**config.mk**
```make
export PLATFORM = sky130hd
export DESIGN_NAME = gpc_top
export DESIGN_NICKNAME = d
export VERILOG_FILES = /design/src/rtl/gpc_pkg.sv /design/src/rtl/gpc_src_if.sv /design/src/rtl/gpc_in_chan.sv /design/src/rtl/gpc_out_chan.sv /design/src/rtl/gpc_top.sv
export SDC_FILE = /design/constraint.sdc
export NUM_CORES = 1
export LEC_CHECK = 0
export BUFFER_PORTS_ARGS = -buffer_cell sky130_fd_sc_hd__buf_2
export CORE_AREA = 2 2 235 121
export DETAILED_ROUTE_END_ITERATION = 10
export DIE_AREA = 0 0 237 123
export PLACE_DENSITY = 0.64
export SYNTH_ARGS = -nofsm -noshare
export SYNTH_HDL_FRONTEND = slang
export SYNTH_SLANG_ARGS = --single-unit
```
**constraint.sdc**
```tcl
create_clock -name clk_sys -period 6.8 [get_ports clk_sys]
set_clock_uncertainty 0.2 [all_clocks]
set_input_delay 0.68 -clock clk_sys [delete_from_list [all_inputs] [get_ports clk_sys]]
set_output_delay 0.68 -clock clk_sys [all_outputs]
set_load 0.01 [all_outputs]
```
**src/rtl/gpc_pkg.sv**
```systemverilog
// constants, register map and source encodings for the general purpose control ports
package gpc_pkg;
   localparam int unsigned NUM_PORTS = 8;
   localparam int unsigned NUM_OD_PORTS = 7;
   localparam int unsigned NUM_USER_KEYS = 12;
   localparam int unsigned NUM_SCOPES = 4;
   localparam int unsigned ADDR_W = 4;
   localparam int unsigned DATA_W = 32;

   // register word addresses
   localparam logic [3:0] ADDR_IN_STATUS = 4'h0;
   localparam logic [3:0] ADDR_IN_MODE = 4'h1;
   localparam logic [3:0] ADDR_IN_MODE_TOGGLE = 4'h2;
   localparam logic [3:0] ADDR_IN_POL = 4'h3;
   localparam logic [3:0] ADDR_IN_FUNC = 4'h4;
   localparam logic [3:0] ADDR_OUT_STATUS = 4'h5;
   localparam logic [3:0] ADDR_OUT_POL = 4'h6;
   localparam logic [3:0] ADDR_OUT_TEST = 4'h7;
   localparam logic [3:0] ADDR_OUT_SRC_BASE = 4'h8;

   // reset values
   localparam logic [7:0] RST_IN_MODE = 8'h00;
   localparam logic [7:0] RST_IN_POL = 8'h00;
   localparam logic [7:0] RST_OUT_POL = 8'h00;
   localparam logic [7:0] RST_OUT_TEST = 8'h00;
   localparam logic [11:0] RST_OUT_SRC = 12'h000;

   // output source word layout
   localparam int unsigned SRC_W = 12;
   localparam int unsigned SRC_KIND_LSB = 0;
   localparam int unsigned SRC_SUB_LSB = 4;
   localparam int unsigned SRC_BUS_BIT = 6;
   localparam int unsigned SRC_IDX_LSB = 8;

   typedef enum logic [2:0] {
      GPC_SRC_NONE = 3'h0,
      GPC_SRC_MONITOR = 3'h1,
      GPC_SRC_ENGINE = 3'h2,
      GPC_SRC_INPUT_FUNC = 3'h3,
      GPC_SRC_USER_KEY = 3'h4
   } gpc_src_kind_t;

   // monitor-select scopes
   localparam logic [1:0] SCOPE_SELECTED_CHANNEL = 2'h0;
   localparam logic [1:0] SCOPE_GROUP_ONLY = 2'h1;
   localparam logic [1:0] SCOPE_INPUT_ONLY = 2'h2;
   localparam logic [1:0] SCOPE_OUTPUT_ONLY = 2'h3;

   // engine mirroring conditions
   localparam logic [1:0] ENG_CHANGEOVER = 2'h0;
   localparam logic [1:0] ENG_A_ACTIVE = 2'h1;
   localparam logic [1:0] ENG_B_ACTIVE = 2'h2;
endpackage

```
**src/rtl/gpc_src_if.sv**
```systemverilog
// source state shared by all output channels
`timescale 1ns/100ps
interface gpc_src_if;
   logic [gpc_pkg::NUM_SCOPES-1:0] cue_a;
   logic [gpc_pkg::NUM_SCOPES-1:0] cue_b;
   logic eng_changeover;
   logic eng_a_active;
   logic eng_b_active;
   logic [gpc_pkg::NUM_PORTS-1:0] in_func;
   logic [gpc_pkg::NUM_USER_KEYS-1:0] user_key;
   modport producer(output cue_a, cue_b, eng_changeover, eng_a_active, eng_b_active, in_func, user_key);
   modport consumer(input cue_a, cue_b, eng_changeover, eng_a_active, eng_b_active, in_func, user_key);
endinterface

```
**src/rtl/gpc_in_chan.sv**
```systemverilog
// one input port: synchroniser, polarity and switch interpretation
`timescale 1ns/100ps
module gpc_in_chan (
   input wire logic clk_sys,
   input wire logic rst,
   input wire logic pin_in,
   input wire logic low_active,
   input wire logic released_switch_mode,
   output logic level,
   output logic func_active
);
   logic sync1_reg;
   logic sync2_reg;
   logic prev_reg;
   logic func_reg;
   logic asserted;

   // two stages before anything looks at the pin
   always_ff @(posedge clk_sys or posedge rst) begin
      if (rst) begin
         sync1_reg <= 1'b0;
         sync2_reg <= 1'b0;
      end else begin
         sync1_reg <= pin_in;
         sync2_reg <= sync1_reg;
      end
   end

   assign level = sync2_reg;
   assign asserted = sync2_reg ^ low_active;

   // edge memory for the momentary interpretation
   always_ff @(posedge clk_sys or posedge rst) begin
      if (rst) begin
         prev_reg <= 1'b0;
      end else begin
         prev_reg <= asserted;
      end
   end

   // momentary switch toggles on each press, alternate switch is followed as is
   always_ff @(posedge clk_sys or posedge rst) begin
      if (rst) begin
         func_reg <= 1'b0;
      end else if (released_switch_mode) begin
         if (asserted && !prev_reg) begin
            func_reg <= ~func_reg;
         end
      end else begin
         func_reg <= asserted;
      end
   end

   assign func_active = func_reg;
endmodule

```
**src/rtl/gpc_out_chan.sv**
```systemverilog
// one output port: source select, test override and polarity
`timescale 1ns/100ps
module gpc_out_chan (
   input wire logic clk_sys,
   input wire logic rst,
   gpc_src_if.consumer src,
   input wire logic [gpc_pkg::SRC_W-1:0] src_cfg,
   input wire logic invert,
   input wire logic test_on,
   output logic level
);
   logic [2:0] kind;
   logic [1:0] sub;
   logic bus_b;
   logic [3:0] idx;
   logic src_asserted;
   logic level_reg;

   assign kind = src_cfg[gpc_pkg::SRC_KIND_LSB +: 3];
   assign sub = src_cfg[gpc_pkg::SRC_SUB_LSB +: 2];
   assign bus_b = src_cfg[gpc_pkg::SRC_BUS_BIT];
   assign idx = src_cfg[gpc_pkg::SRC_IDX_LSB +: 4];

   // asserted state of the selected source; unknown codes stay deasserted, but input indices 8..15 wrap onto inputs 0..7
   always_comb begin
      src_asserted = 1'b0;
      case (kind)
         gpc_pkg::GPC_SRC_MONITOR: begin
            src_asserted = bus_b ? src.cue_b[sub] : src.cue_a[sub];
         end
         gpc_pkg::GPC_SRC_ENGINE: begin
            if (sub == gpc_pkg::ENG_CHANGEOVER) begin
               src_asserted = src.eng_changeover;
            end else if (sub == gpc_pkg::ENG_A_ACTIVE) begin
               src_asserted = src.eng_a_active;
            end else if (sub == gpc_pkg::ENG_B_ACTIVE) begin
               src_asserted = src.eng_b_active;
            end
         end
         gpc_pkg::GPC_SRC_INPUT_FUNC: begin
            src_asserted = src.in_func[idx[2:0]];
         end
         gpc_pkg::GPC_SRC_USER_KEY: begin
            // key indices 12..15 do not exist and read as off
            if (idx < 4'(gpc_pkg::NUM_USER_KEYS)) begin
               src_asserted = src.user_key[idx];
            end
         end
         default: begin
            src_asserted = 1'b0;
         end
      endcase
   end

   // registered so the pin never glitches while the source word is rewritten
   always_ff @(posedge clk_sys or posedge rst) begin
      if (rst) begin
         level_reg <= 1'b0;
      end else begin
         level_reg <= (test_on | src_asserted) ^ invert;
      end
   end

   assign level = level_reg;
endmodule

```
**src/rtl/gpc_top.sv**
```systemverilog
// general purpose control ports: register file, eight inputs, eight outputs
//
// The implementer's own choices: strobed register access and the register addresses.
`timescale 1ns/100ps
module gpc_top (
   input wire logic clk_sys,
   input wire logic rst,
   input wire logic [gpc_pkg::ADDR_W-1:0] reg_addr,
   input wire logic [gpc_pkg::DATA_W-1:0] reg_wdata,
   input wire logic reg_wr,
   input wire logic reg_rd,
   output logic [gpc_pkg::DATA_W-1:0] reg_rdata,
   input wire logic [gpc_pkg::NUM_PORTS-1:0] gpc_in_pin,
   input wire logic [gpc_pkg::NUM_SCOPES-1:0] cue_a_on,
   input wire logic [gpc_pkg::NUM_SCOPES-1:0] cue_b_on,
   input wire logic engine_changeover_event,
   input wire logic engine_a_active,
   input wire logic engine_b_active,
   input wire logic [gpc_pkg::NUM_USER_KEYS-1:0] user_key_active,
   output logic [gpc_pkg::NUM_OD_PORTS-1:0] gpc_od_o,
   output logic [gpc_pkg::NUM_OD_PORTS-1:0] gpc_od_oe,
   output logic gpc_relay_o
);
   localparam int unsigned N = gpc_pkg::NUM_PORTS;

   logic [N-1:0] in_mode_reg;
   logic [N-1:0] in_mode_next;
   logic [N-1:0] in_pol_reg;
   logic [N-1:0] out_pol_reg;
   logic [N-1:0] out_test_reg;
   logic [gpc_pkg::SRC_W-1:0] out_src_reg [N];
   logic [N-1:0] in_level;
   logic [N-1:0] in_func;
   logic [N-1:0] out_level;
   logic [gpc_pkg::DATA_W-1:0] rdata_reg;
   logic [gpc_pkg::DATA_W-1:0] rdata_next;
   logic src_sel;

   gpc_src_if src_bus();

   // source state gathered for the output channels
   assign src_bus.cue_a = cue_a_on;
   assign src_bus.cue_b = cue_b_on;
   assign src_bus.eng_changeover = engine_changeover_event;
   assign src_bus.eng_a_active = engine_a_active;
   assign src_bus.eng_b_active = engine_b_active;
   assign src_bus.in_func = in_func;
   assign src_bus.user_key = user_key_active;

   // toggle register flips mode bits written as one; plain write replaces them
   always_comb begin
      in_mode_next = in_mode_reg;
      if (reg_wr && reg_addr == gpc_pkg::ADDR_IN_MODE) begin
         in_mode_next = reg_wdata[N-1:0];
      end else if (reg_wr && reg_addr == gpc_pkg::ADDR_IN_MODE_TOGGLE) begin
         in_mode_next = in_mode_reg ^ reg_wdata[N-1:0];
      end
   end

   // input configuration; no scene input reaches these, so they stay global
   always_ff @(posedge clk_sys or posedge rst) begin
      if (rst) begin
         in_mode_reg <= gpc_pkg::RST_IN_MODE;
         in_pol_reg <= gpc_pkg::RST_IN_POL;
      end else begin
         in_mode_reg <= in_mode_next;
         if (reg_wr && reg_addr == gpc_pkg::ADDR_IN_POL) begin
            in_pol_reg <= reg_wdata[N-1:0];
         end
      end
   end

   // output polarity and test controls
   always_ff @(posedge clk_sys or posedge rst) begin
      if (rst) begin
         out_pol_reg <= gpc_pkg::RST_OUT_POL;
         out_test_reg <= gpc_pkg::RST_OUT_TEST;
      end else if (reg_wr) begin
         if (reg_addr == gpc_pkg::ADDR_OUT_POL) begin
            out_pol_reg <= reg_wdata[N-1:0];
         end
         if (reg_addr == gpc_pkg::ADDR_OUT_TEST) begin
            out_test_reg <= reg_wdata[N-1:0];
         end
      end
   end

   // upper half of the map holds one source word per output
   assign src_sel = reg_addr[gpc_pkg::ADDR_W-1];

   generate
      for (genvar i = 0; i < N; i++) begin : g_port
         always_ff @(posedge clk_sys or posedge rst) begin
            if (rst) begin
               out_src_reg[i] <= gpc_pkg::RST_OUT_SRC;
            end else if (reg_wr && src_sel && reg_addr[2:0] == 3'(i)) begin
               out_src_reg[i] <= reg_wdata[gpc_pkg::SRC_W-1:0];
            end
         end

         gpc_in_chan u_in (
            .clk_sys(clk_sys),
            .rst(rst),
            .pin_in(gpc_in_pin[i]),
            .low_active(in_pol_reg[i]),
            .released_switch_mode(in_mode_reg[i]),
            .level(in_level[i]),
            .func_active(in_func[i])
         );

         gpc_out_chan u_out (
            .clk_sys(clk_sys),
            .rst(rst),
            .src(src_bus.consumer),
            .src_cfg(out_src_reg[i]),
            .invert(out_pol_reg[i]),
            .test_on(out_test_reg[i]),
            .level(out_level[i])
         );
      end

      for (genvar j = 0; j < gpc_pkg::NUM_OD_PORTS; j++) begin : g_od
         // high level means released; only a low level enables the pull-down
         assign gpc_od_o[j] = 1'b0;
         assign gpc_od_oe[j] = ~out_level[j];
      end
   endgenerate

   // the last port is a relay contact, driven as a plain level
   assign gpc_relay_o = out_level[N-1];

   // read mux; unmapped words and unused bits read zero
   always_comb begin
      rdata_next = '0;
      if (src_sel) begin
         rdata_next[gpc_pkg::SRC_W-1:0] = out_src_reg[reg_addr[2:0]];
      end else begin
         case (reg_addr)
            gpc_pkg::ADDR_IN_STATUS: rdata_next[N-1:0] = in_level;
            gpc_pkg::ADDR_IN_MODE: rdata_next[N-1:0] = in_mode_reg;
            gpc_pkg::ADDR_IN_MODE_TOGGLE: rdata_next[N-1:0] = in_mode_reg;
            gpc_pkg::ADDR_IN_POL: rdata_next[N-1:0] = in_pol_reg;
            gpc_pkg::ADDR_IN_FUNC: rdata_next[N-1:0] = in_func;
            gpc_pkg::ADDR_OUT_STATUS: rdata_next[N-1:0] = out_level;
            gpc_pkg::ADDR_OUT_POL: rdata_next[N-1:0] = out_pol_reg;
            gpc_pkg::ADDR_OUT_TEST: rdata_next[N-1:0] = out_test_reg;
            default: rdata_next = '0;
         endcase
      end
   end

   // read data stands only in the cycle after the strobe
   always_ff @(posedge clk_sys or posedge rst) begin
      if (rst) begin
         rdata_reg <= '0;
      end else if (reg_rd) begin
         rdata_reg <= rdata_next;
      end else begin
         rdata_reg <= '0;
      end
   end

   assign reg_rdata = rdata_reg;
endmodule

```
==> out/qor.txt, run 1 <==
Critical Path AT: 3530 ps
Crit. End Element: flip-flop
Min-delay worst type: primary input to flip-flop
Reg2reg path depth: 5
Synthesis-to-finish area growth: 9.24%
Switch share: 0.356
Number of enable flip-flop cells after synthesis: 0
Cell count of the worst hold path: 1
Primary FF master, synth: dfrtp_1
Setup WS pre-CTS: 3070 ps
Yosys warns: 0
HPWL Detailed: 23,400 µm
Hold buffer count at CTS: 0
Reg2Reg Setup Slack: 4100 ps
GRT Total Usage: 0.232
Die W: 237 µm
Synth area leaders: dfrtp_1 (42%), mux4_2 (14%), mux2_2 (13%), mux2i_1 (5.8%), buf_4 (2.0%)
Initial core utilization: 0.396
Setup TNS: 0 ps
Row count: 43
Final hold violations: 0
Routability cong.: 0.901
Die Ht: 123 µm
Register area share after synthesis: 0.419
Antenna Nets Post-Route: 0
Hold_ws: 137 ps
Internal power: 0.00243 W
Grt total ovfl: 0
Largest net degree at the start of global routing: 123
Worst-Margin Slew: 1300 ps
Number of global-route vias before repair: 7,479
Via Count: 7,762
Clock Tree Buf Depth: 2
Worst path required time: 6920 ps
Worst r2r src: g_port[5].u_in.func_active
PD cells: 321 nW/µm²
Max stage delay cell, worst path: nand4_1
Leak Pwr: 4.86 nW
Yosys top cell by area: dfrtp_1
Routed wire length: 32,500 µm
Worst path bufs/invs: 2
First-pass GRT wire length: 48,800 µm
Relative slew slack: 0.131
Final core occ: 0.432
Antenna fix cells: 0
H-tree depth: 4
Core area: 27,200 µm²
Initial antenna violation count: 1
Fin crit period: 3410 ps
Clock Power Share: 0.272
Share of post-route cells with drive strength above 1: 0.347
RR Endpoint: g_port[5].u_out.level
Number of post-CTS setup repair buffers: 0
Netlist area before placement: 10,700 µm²
I/O pins: 118
Routed vias/inst: 6.13
Commonest non-fill, non-tap cell in the layout: dfrtp_1
Seq pwr share: 0.454
Crit path max fanout: 27
Clock Sinks: 180
Cells after Synth: 871
Starting DRT DRC Count: 931
RSZ-0062 raised after global routing: false
Clock transition at the registers of the reported paths: 70 ps
CP Cell Sequence: buf_2 > inv_1 > nand4_1 > mux2_2
Full die area: 29,200 µm²
Worst VDD drop: 0.000190 V
Fin nets: 965
CP startpoint kind: primary input
Largest stage delay, worst path: 1190 ps
CTS tree: built
Area share of the largest cell type after synthesis: 0.419
Max frequency: 293 MHz
Kind of critical path: primary input to flip-flop
Top Family by Delay on Critical Path: simple AND/OR/NAND/NOR gates
Ratio of final minimum period to clock period: 0.501
Status: finished clean
Distinct cells, synth: 57
Total power: 0.00377 W
Avg Cell Area, Syn: 12.3 µm²
Min-delay src: gpc_in_pin[7]
TritonCTS Buffers: 17
Max reg flops: 96
Seq cells post-synth: 180
Net Switching: 0.00134 W
Port Buffers: 70
Max cap viols: 0
Hold Path Sink: g_port[7].u_in.sync1_reg
Post-synth ARST share: 1.00
Post-CTS sizing: 0
Clk_lat worst skew: 450 ps
Clock root buffer master: clkbuf_16
# setup viols final: 0
Detailed-router iteration count before antenna repair: 6
Routed len/inst: 25.7 µm
DRC viols: 0
Combinational power share: 0.274
Fin worst setup slack: 3390 ps
Final Max Tran Viols: 0
Commonest cells after routing, fill and taps aside: dfrtp_1 (180), mux2_2 (125), buf_2 (70)
## cell type report
cell class	count	area (µm²)
clock inverter	14	156
tap	360	450
sequential	180	4500
clock buffer	18	439
fill	2503	15400
inverter	15	63.8
timing repair buffer	80	425
multi-input combinational	600	5700
## cell families after synthesis
| family | synth area share |
|---|---|
| compound gates | 0.0813 |
| xor+xnor | 0.0130 |
| buf+inv | 0.0595 |
| flops | 0.419 |
| mux | 0.332 |
| other cells | 0.000349 |
| simple gates | 0.0951 |
## power by group through the flow
stage | combinational (W) | clock [W] | sequential (W)
2_1_floorplan | 0.000919 | 0 | 0.00146
3_3_place_gp | 0.00100 | 0 | 0.00170
3_5_place_dp | 0.00102 | 0 | 0.00171
4_1_cts | 0.00103 | 0.00104 | 0.00169
5_1_grt | 0.00111 | 0.00108 | 0.00175
6_report | 0.00103 | 0.00102 | 0.00171
## through the flow
step	cells	area [µm²]
final	1267	11700
after global routing	1267	11700
after CTS	1267	11700
after detailed placement	1235	11100
after global placement	1235	11100
after floorplan	897	10800
## metal layers
metal  global-route usage  up-vias  routed length, µm
met2                0.309      433              13000
met3               0.0851       35               4170
met1                0.354     4018              15000
met4               0.0463        0                312
met5                    0        -                  0
li1                     -     3276                  -
## cells in the mapped netlist (4+ instances only)
| cell | number |
|---|---|
| nand4b_1 | 5 |
| a31oi_1 | 10 |
| mux2i_1 | 62 |
| xnor2_1 | 4 |
| mux4_2 | 67 |
| o211ai_1 | 7 |
| a211oi_1 | 4 |
| buf_2 | 32 |
| mux2_2 | 125 |
| nand2b_1 | 14 |
| a311oi_1 | 9 |
| nand4_1 | 12 |
| buf_4 | 29 |
| dfrtp_1 | 180 |
| nor3b_1 | 14 |
| clkbuf_1 | 27 |
| and2_1 | 4 |
| clkbuf_2 | 5 |
| a22o_1 | 6 |
| a21oi_1 | 17 |
| nor2b_1 | 30 |
| nand2_1 | 29 |
| buf_6 | 6 |
| a22oi_1 | 7 |
| nand3_1 | 16 |
| a32o_1 | 8 |
| xor2_1 | 12 |
| nand3b_1 | 9 |
| o21ai_0 | 31 |
| inv_1 | 15 |
| nor2_1 | 38 |
## worst max path at each step
stage                start                          to  slack, ps  cells past startpoint
5_1_grt        reg_addr[2]             out_src_reg[86]       3350                      4
3_5_place_dp   reg_addr[2]             out_src_reg[86]       3070                      4
4_1_cts        reg_addr[2]             out_src_reg[86]       3530                      4
6_report       reg_addr[2]             out_src_reg[86]       3390                      4
2_1_floorplan          rst  g_port[0].u_in.func_active       1030                      1
3_3_place_gp   reg_addr[2]             out_src_reg[94]       3150                      4
(Power assumes the default switching activity.)
==> inputs of run 2 (changes only) <==
Clock period 6.8 ns to 3.55 ns, I/O delays scaled along.
==> run 2 against run 1 <==
Register-to-register slack got worse by 3100 ps; critical path depth rose by 2; combinational power rose by 100%; largest power group unchanged.
==> out/qor.txt, run 2 (same netlist as run 1, synthesis figures left out) <==
Commonest cells after routing, fill and taps aside: dfrtp_1 (180), mux2_2 (125), buf_2 (70)
Crit path max fanout: 7
Max frequency: 393 MHz
Met2 GRT Util: 0.304
Hold buffer count at CTS: 9
Starting DRT DRC Count: 957
Clk_lat worst skew: 440 ps
Min-delay src: reg_rd
Min-delay worst type: primary input to flip-flop
First-pass GRT wire length: 48,300 µm
Met1 Resource Use GR: 0.334
DP Area: 11,300 µm²
Port Buffers: 70
CP Cell Sequence: buf_4 > mux4_2 > mux2_2 > nand4b_1 > nand4_1 > xor2_1
Die Ht: 123 µm
Row count: 43
Number of post-CTS setup repair buffers: 0
Design area: 11,900 µm²
Clock transition at the registers of the reported paths: 70 ps
Largest stage delay, worst path: 540 ps
Core area: 27,200 µm²
Final hold violations: 0
Status: finished clean
Via Count: 7,814
Antenna Nets Post-Route: 0
Final Max Tran Viols: 0
Largest net degree at the start of global routing: 78
Initial antenna violation count: 0
Ratio of final minimum period to clock period: 0.717
Number of global-route vias before repair: 7,547
CP startpoint kind: flip-flop
Reg2Reg Setup Slack: 1010 ps
Antenna fix cells: 0
Grt total ovfl: 0
Initial core utilization: 0.396
I/O pins: 118
HPWL Detailed: 23,200 µm
Max cap viols: 0
Synthesis-to-finish area growth: 11.0%
Full die area: 29,200 µm²
Post-CTS sizing: 0
Critical Path AT: 2660 ps
Commonest non-fill, non-tap cell in the layout: dfrtp_1
Relative slew slack: 0.444
DRC viols: 0
# setup viols final: 0
Crit path launch: g_port[4].u_in.func_active
H-tree depth: 4
Kind of critical path: flip-flop to flip-flop
Crit. End Element: flip-flop
Worst-Margin Slew: 829 ps
RSZ-0062 raised after global routing: false
Max stage delay cell, worst path: dfrtp_1
TritonCTS Buffers: 17
Clock Tree Buf Depth: 2
Detailed-router iteration count before antenna repair: 8
Worst VDD drop: 0.000431 V
Share of post-route cells with drive strength above 1: 0.348
CTS tree: built
Routed vias/inst: 6.08
Max reg flops: 96
Worst path required time: 3660 ps
Top Usage Layer GRT: met1
PD cells: 600 nW/µm²
Leak Pwr: 4.94 nW
Setup TNS: 0 ps
Clock root buffer master: clkbuf_16
Routed wire length: 32,000 µm
Routed len/inst: 24.9 µm
Worst r2r src: g_port[4].u_in.func_active
GRT Total Usage: 0.226
Fin nets: 984
Die W: 237 µm
Met3 Use GR: 0.0978
Fin crit period: 2540 ps
Clock Sinks: 180
Routability cong.: 0.890
## run 2: power by group
group | switching, W | internal [W] | total (W)
sequential | 0.000713 | 0.00249 | 0.00320
combinational | 0.000894 | 0.00117 | 0.00206
clock | 0.000880 | 0.00100 | 0.00188
total | 0.00249 | 0.00467 | 0.00715
## run 2: worst max-delay path: cells and delay by family (launching register included)
family,cells,cell delay [ps]
multiplexers,2,740
flip-flops,1,540
AND/OR/NAND/NOR,2,420
buffers and inverters,1,260
XOR/XNOR,1,250
## run 2: path summary, 6_finish.rpt
check | cells after the start | to
min in group asynchronous | 3 | in_mode_reg[7]
min reg2reg | 0 | g_port[4].u_in.level
min | 2 | reg_rdata[7]
max | 6 | g_port[6].u_out.level
max in group asynchronous | 4 | out_src_reg[41]
max reg2reg | 6 | g_port[6].u_out.level
## run 2: cell type report
cell class / count / area, µm²
Inverter: 15 / 60.1
Sequential cell: 180 / 4500
Fill cell: 2501 / 15200
Multi-Input combinational cell: 600 / 5700
Clock buffer: 21 / 450
Tap cell: 360 / 450
Clock inverter: 11 / 118
Timing Repair Buffer: 99 / 641
## run 2: per-layer routing
layer | wire length, µm | share of wire
met1 | 14600 | 0.46
met2 | 12800 | 0.40
met3 | 4240 | 0.13
met4 | 375 | 0.012
met5 | 0 | 0
## run 2: per-stage QoR
| step | cells | utilization | power (W) | hold slack (ps) | setup WS (ps) |
|---|---|---|---|---|---|
| final | 1286 | 0.439 | 0.00715 | 72.0 | 1010 |
| after global routing | 1286 | 0.439 | 0.00749 | 55.5 | 919 |
| after CTS | 1286 | 0.439 | 0.00714 | 51.5 | 1070 |
| after detailed placement | 1245 | 0.415 | 0.00524 | 136 | 764 |
| after global placement | 1245 | 0.415 | 0.00519 | 134 | 817 |
| after floorplan | 897 | - | 0.00457 | 131 | 686 |
==> inputs of run 3 (changes only) <==
Clock period 3.55 ns to 2.5 ns, I/O delays scaled along.
==> run 3 against run 2 <==
Via count rose by 0.72%; non-clock buffer count grew 37; register-to-register slack got worse by 960 ps; total power up 45%.
==> out/qor.txt, run 3 (same netlist as run 1, synthesis figures left out) <==
Reg2Reg Setup Slack: 50 ps
Worst r2r src: g_port[2].u_in.func_active
Grt total ovfl: 0
Antenna Nets Post-Route: 0
First-pass GRT wire length: 51,000 µm
PD cells: 849 nW/µm²
Min-delay src: reg_wdata[1]
Full die area: 29,200 µm²
Largest net degree at the start of global routing: 67
Via Count: 7,870
Starting DRT DRC Count: 934
CP startpoint kind: flip-flop
Max stage delay cell, worst path: a2111oi_2
Fin crit period: 2450 ps
GRT Total Usage: 0.241
Commonest non-fill, non-tap cell in the layout: dfrtp_1
Port Buffers: 70
Total power: 0.0104 W
Share of post-route cells with drive strength above 1: 0.383
Setup TNS: 0 ps
Number of global-route vias before repair: 7,803
Max cap viols: 0
Reg2reg path depth: 5
Min-delay worst type: primary input to flip-flop
RSZ-0062 raised after global routing: false
Clock Sinks: 180
Die W: 237 µm
Relative slew slack: 0.463
HPWL Detailed: 25,100 µm
Worst-Margin Slew: 806 ps
Fin nets: 1,021
Clock Tree Buf Depth: 2
Hold Path Sink: out_pol_reg[1]
DP Area: 11,500 µm²
Clock root buffer master: clkbuf_16
Core area: 27,200 µm²
Clock transition at the registers of the reported paths: 70 ps
Routability cong.: 0.917
Routed len/inst: 25.5 µm
Crit. End Element: flip-flop
Die Ht: 123 µm
Worst path required time: 2670 ps
CTS tree: built
Top Family by Delay on Critical Path: compound AO/OA/AOI/OAI gates
I/O pins: 118
Worst VDD drop: 0.000582 V
Row count: 43
Status: finished clean
Leak Pwr: 5.10 nW
Crit path max fanout: 10
CP Cell Sequence: mux4_2 > mux2i_4 > a2111oi_0 > a2111oi_2 > xnor2_1
Critical Path AT: 2620 ps
TritonCTS Buffers: 17
RR Endpoint: g_port[5].u_out.level
Critical Path Stages: 5
Routed wire length: 33,800 µm
H-tree depth: 4
Final Max Tran Viols: 0
# setup viols final: 0
Worst path bufs/invs: 0
Final core occ: 0.450
Synthesis-to-finish area growth: 13.8%
Routed vias/inst: 5.95
Clk_lat worst skew: 450 ps
Kind of critical path: flip-flop to flip-flop
Ratio of final minimum period to clock period: 0.981
Largest stage delay, worst path: 600 ps
Max reg flops: 96
Design area: 12,200 µm²
Initial antenna violation count: 2
Max frequency: 408 MHz
Initial core utilization: 0.396
Cell count of the worst hold path: 3
Detailed-router iteration count before antenna repair: 6
Final hold violations: 0
Crit path launch: g_port[2].u_in.func_active
DRC viols: 0
Hold_ws: 41.9 ps
Commonest cells after routing, fill and taps aside: dfrtp_1 (170), mux2_2 (125), buf_2 (70)
run 3: cell types whose count changed in the layout (fill, tap and decap cells not counted), moves of 2 or more:
cell	delta
dlygate4sd3_1	+3
dfrtp_2	+10
buf_4	+33
dfrtp_1	-10
clkbuf_1	-2
run 3: tightest hold or removal path: cells and delay by family:
family | cells | cell delay [ps]
buffers and inverters | 1 | 220
AND/OR/NAND/NOR | 1 | 90
AO/OA/AOI/OAI | 1 | 60
run 3: report_power, final:
group	switching [W]	internal (W)
sequential	0.00105	0.00355
clock	0.00123	0.00141
combinational	0.00137	0.00177
run 3: final cells by class:
class | count | area, µm²
diodes | 1 | 2.50
clock buffers | 19 | 443
clock inverters | 12 | 121
fillers | 2484 | 14900
inverters | 15 | 60.1
multi-input cells | 600 | 5710
flip-flops and latches | 180 | 4520
well taps | 360 | 450
repair buffers | 136 | 926
run 3: repair_timing:
action                     4_1_cts  5_1_grt
hold buffers                    12        0
gates cloned                     0        0
pin swaps                        1        1
setup endpoints to repair        1        2
setup buffers                    0        6
gates resized for setup          7        5
hold endpoints to repair        99        0
run 3: worst max path at each step:
stage                                            end  slack, ps
after floorplan           g_port[0].u_in.func_active       -260
after detailed placement       g_port[5].u_out.level        -50
final                          g_port[5].u_out.level         50
after global placement         g_port[5].u_out.level        100
after global routing           g_port[5].u_out.level         20
after CTS                      g_port[5].u_out.level         10
run 3: through the flow:
stage / std cells / worst slack [ps]
floorplan: 897 / -259
global placement: 1273 / 103
detailed placement: 1273 / -45.1
CTS: 1316 / 10.3
global route: 1322 / 23.5
finish: 1323 / 46.8
run 3: metal layers:
layer | share of wire | vias up | track usage
li1 | - | 3385 | -
met1 | 0.47 | 4061 | 0.371
met2 | 0.40 | 402 | 0.328
met3 | 0.12 | 22 | 0.0804
met4 | 0.0078 | 0 | 0.0439
met5 | 0 | - | 0
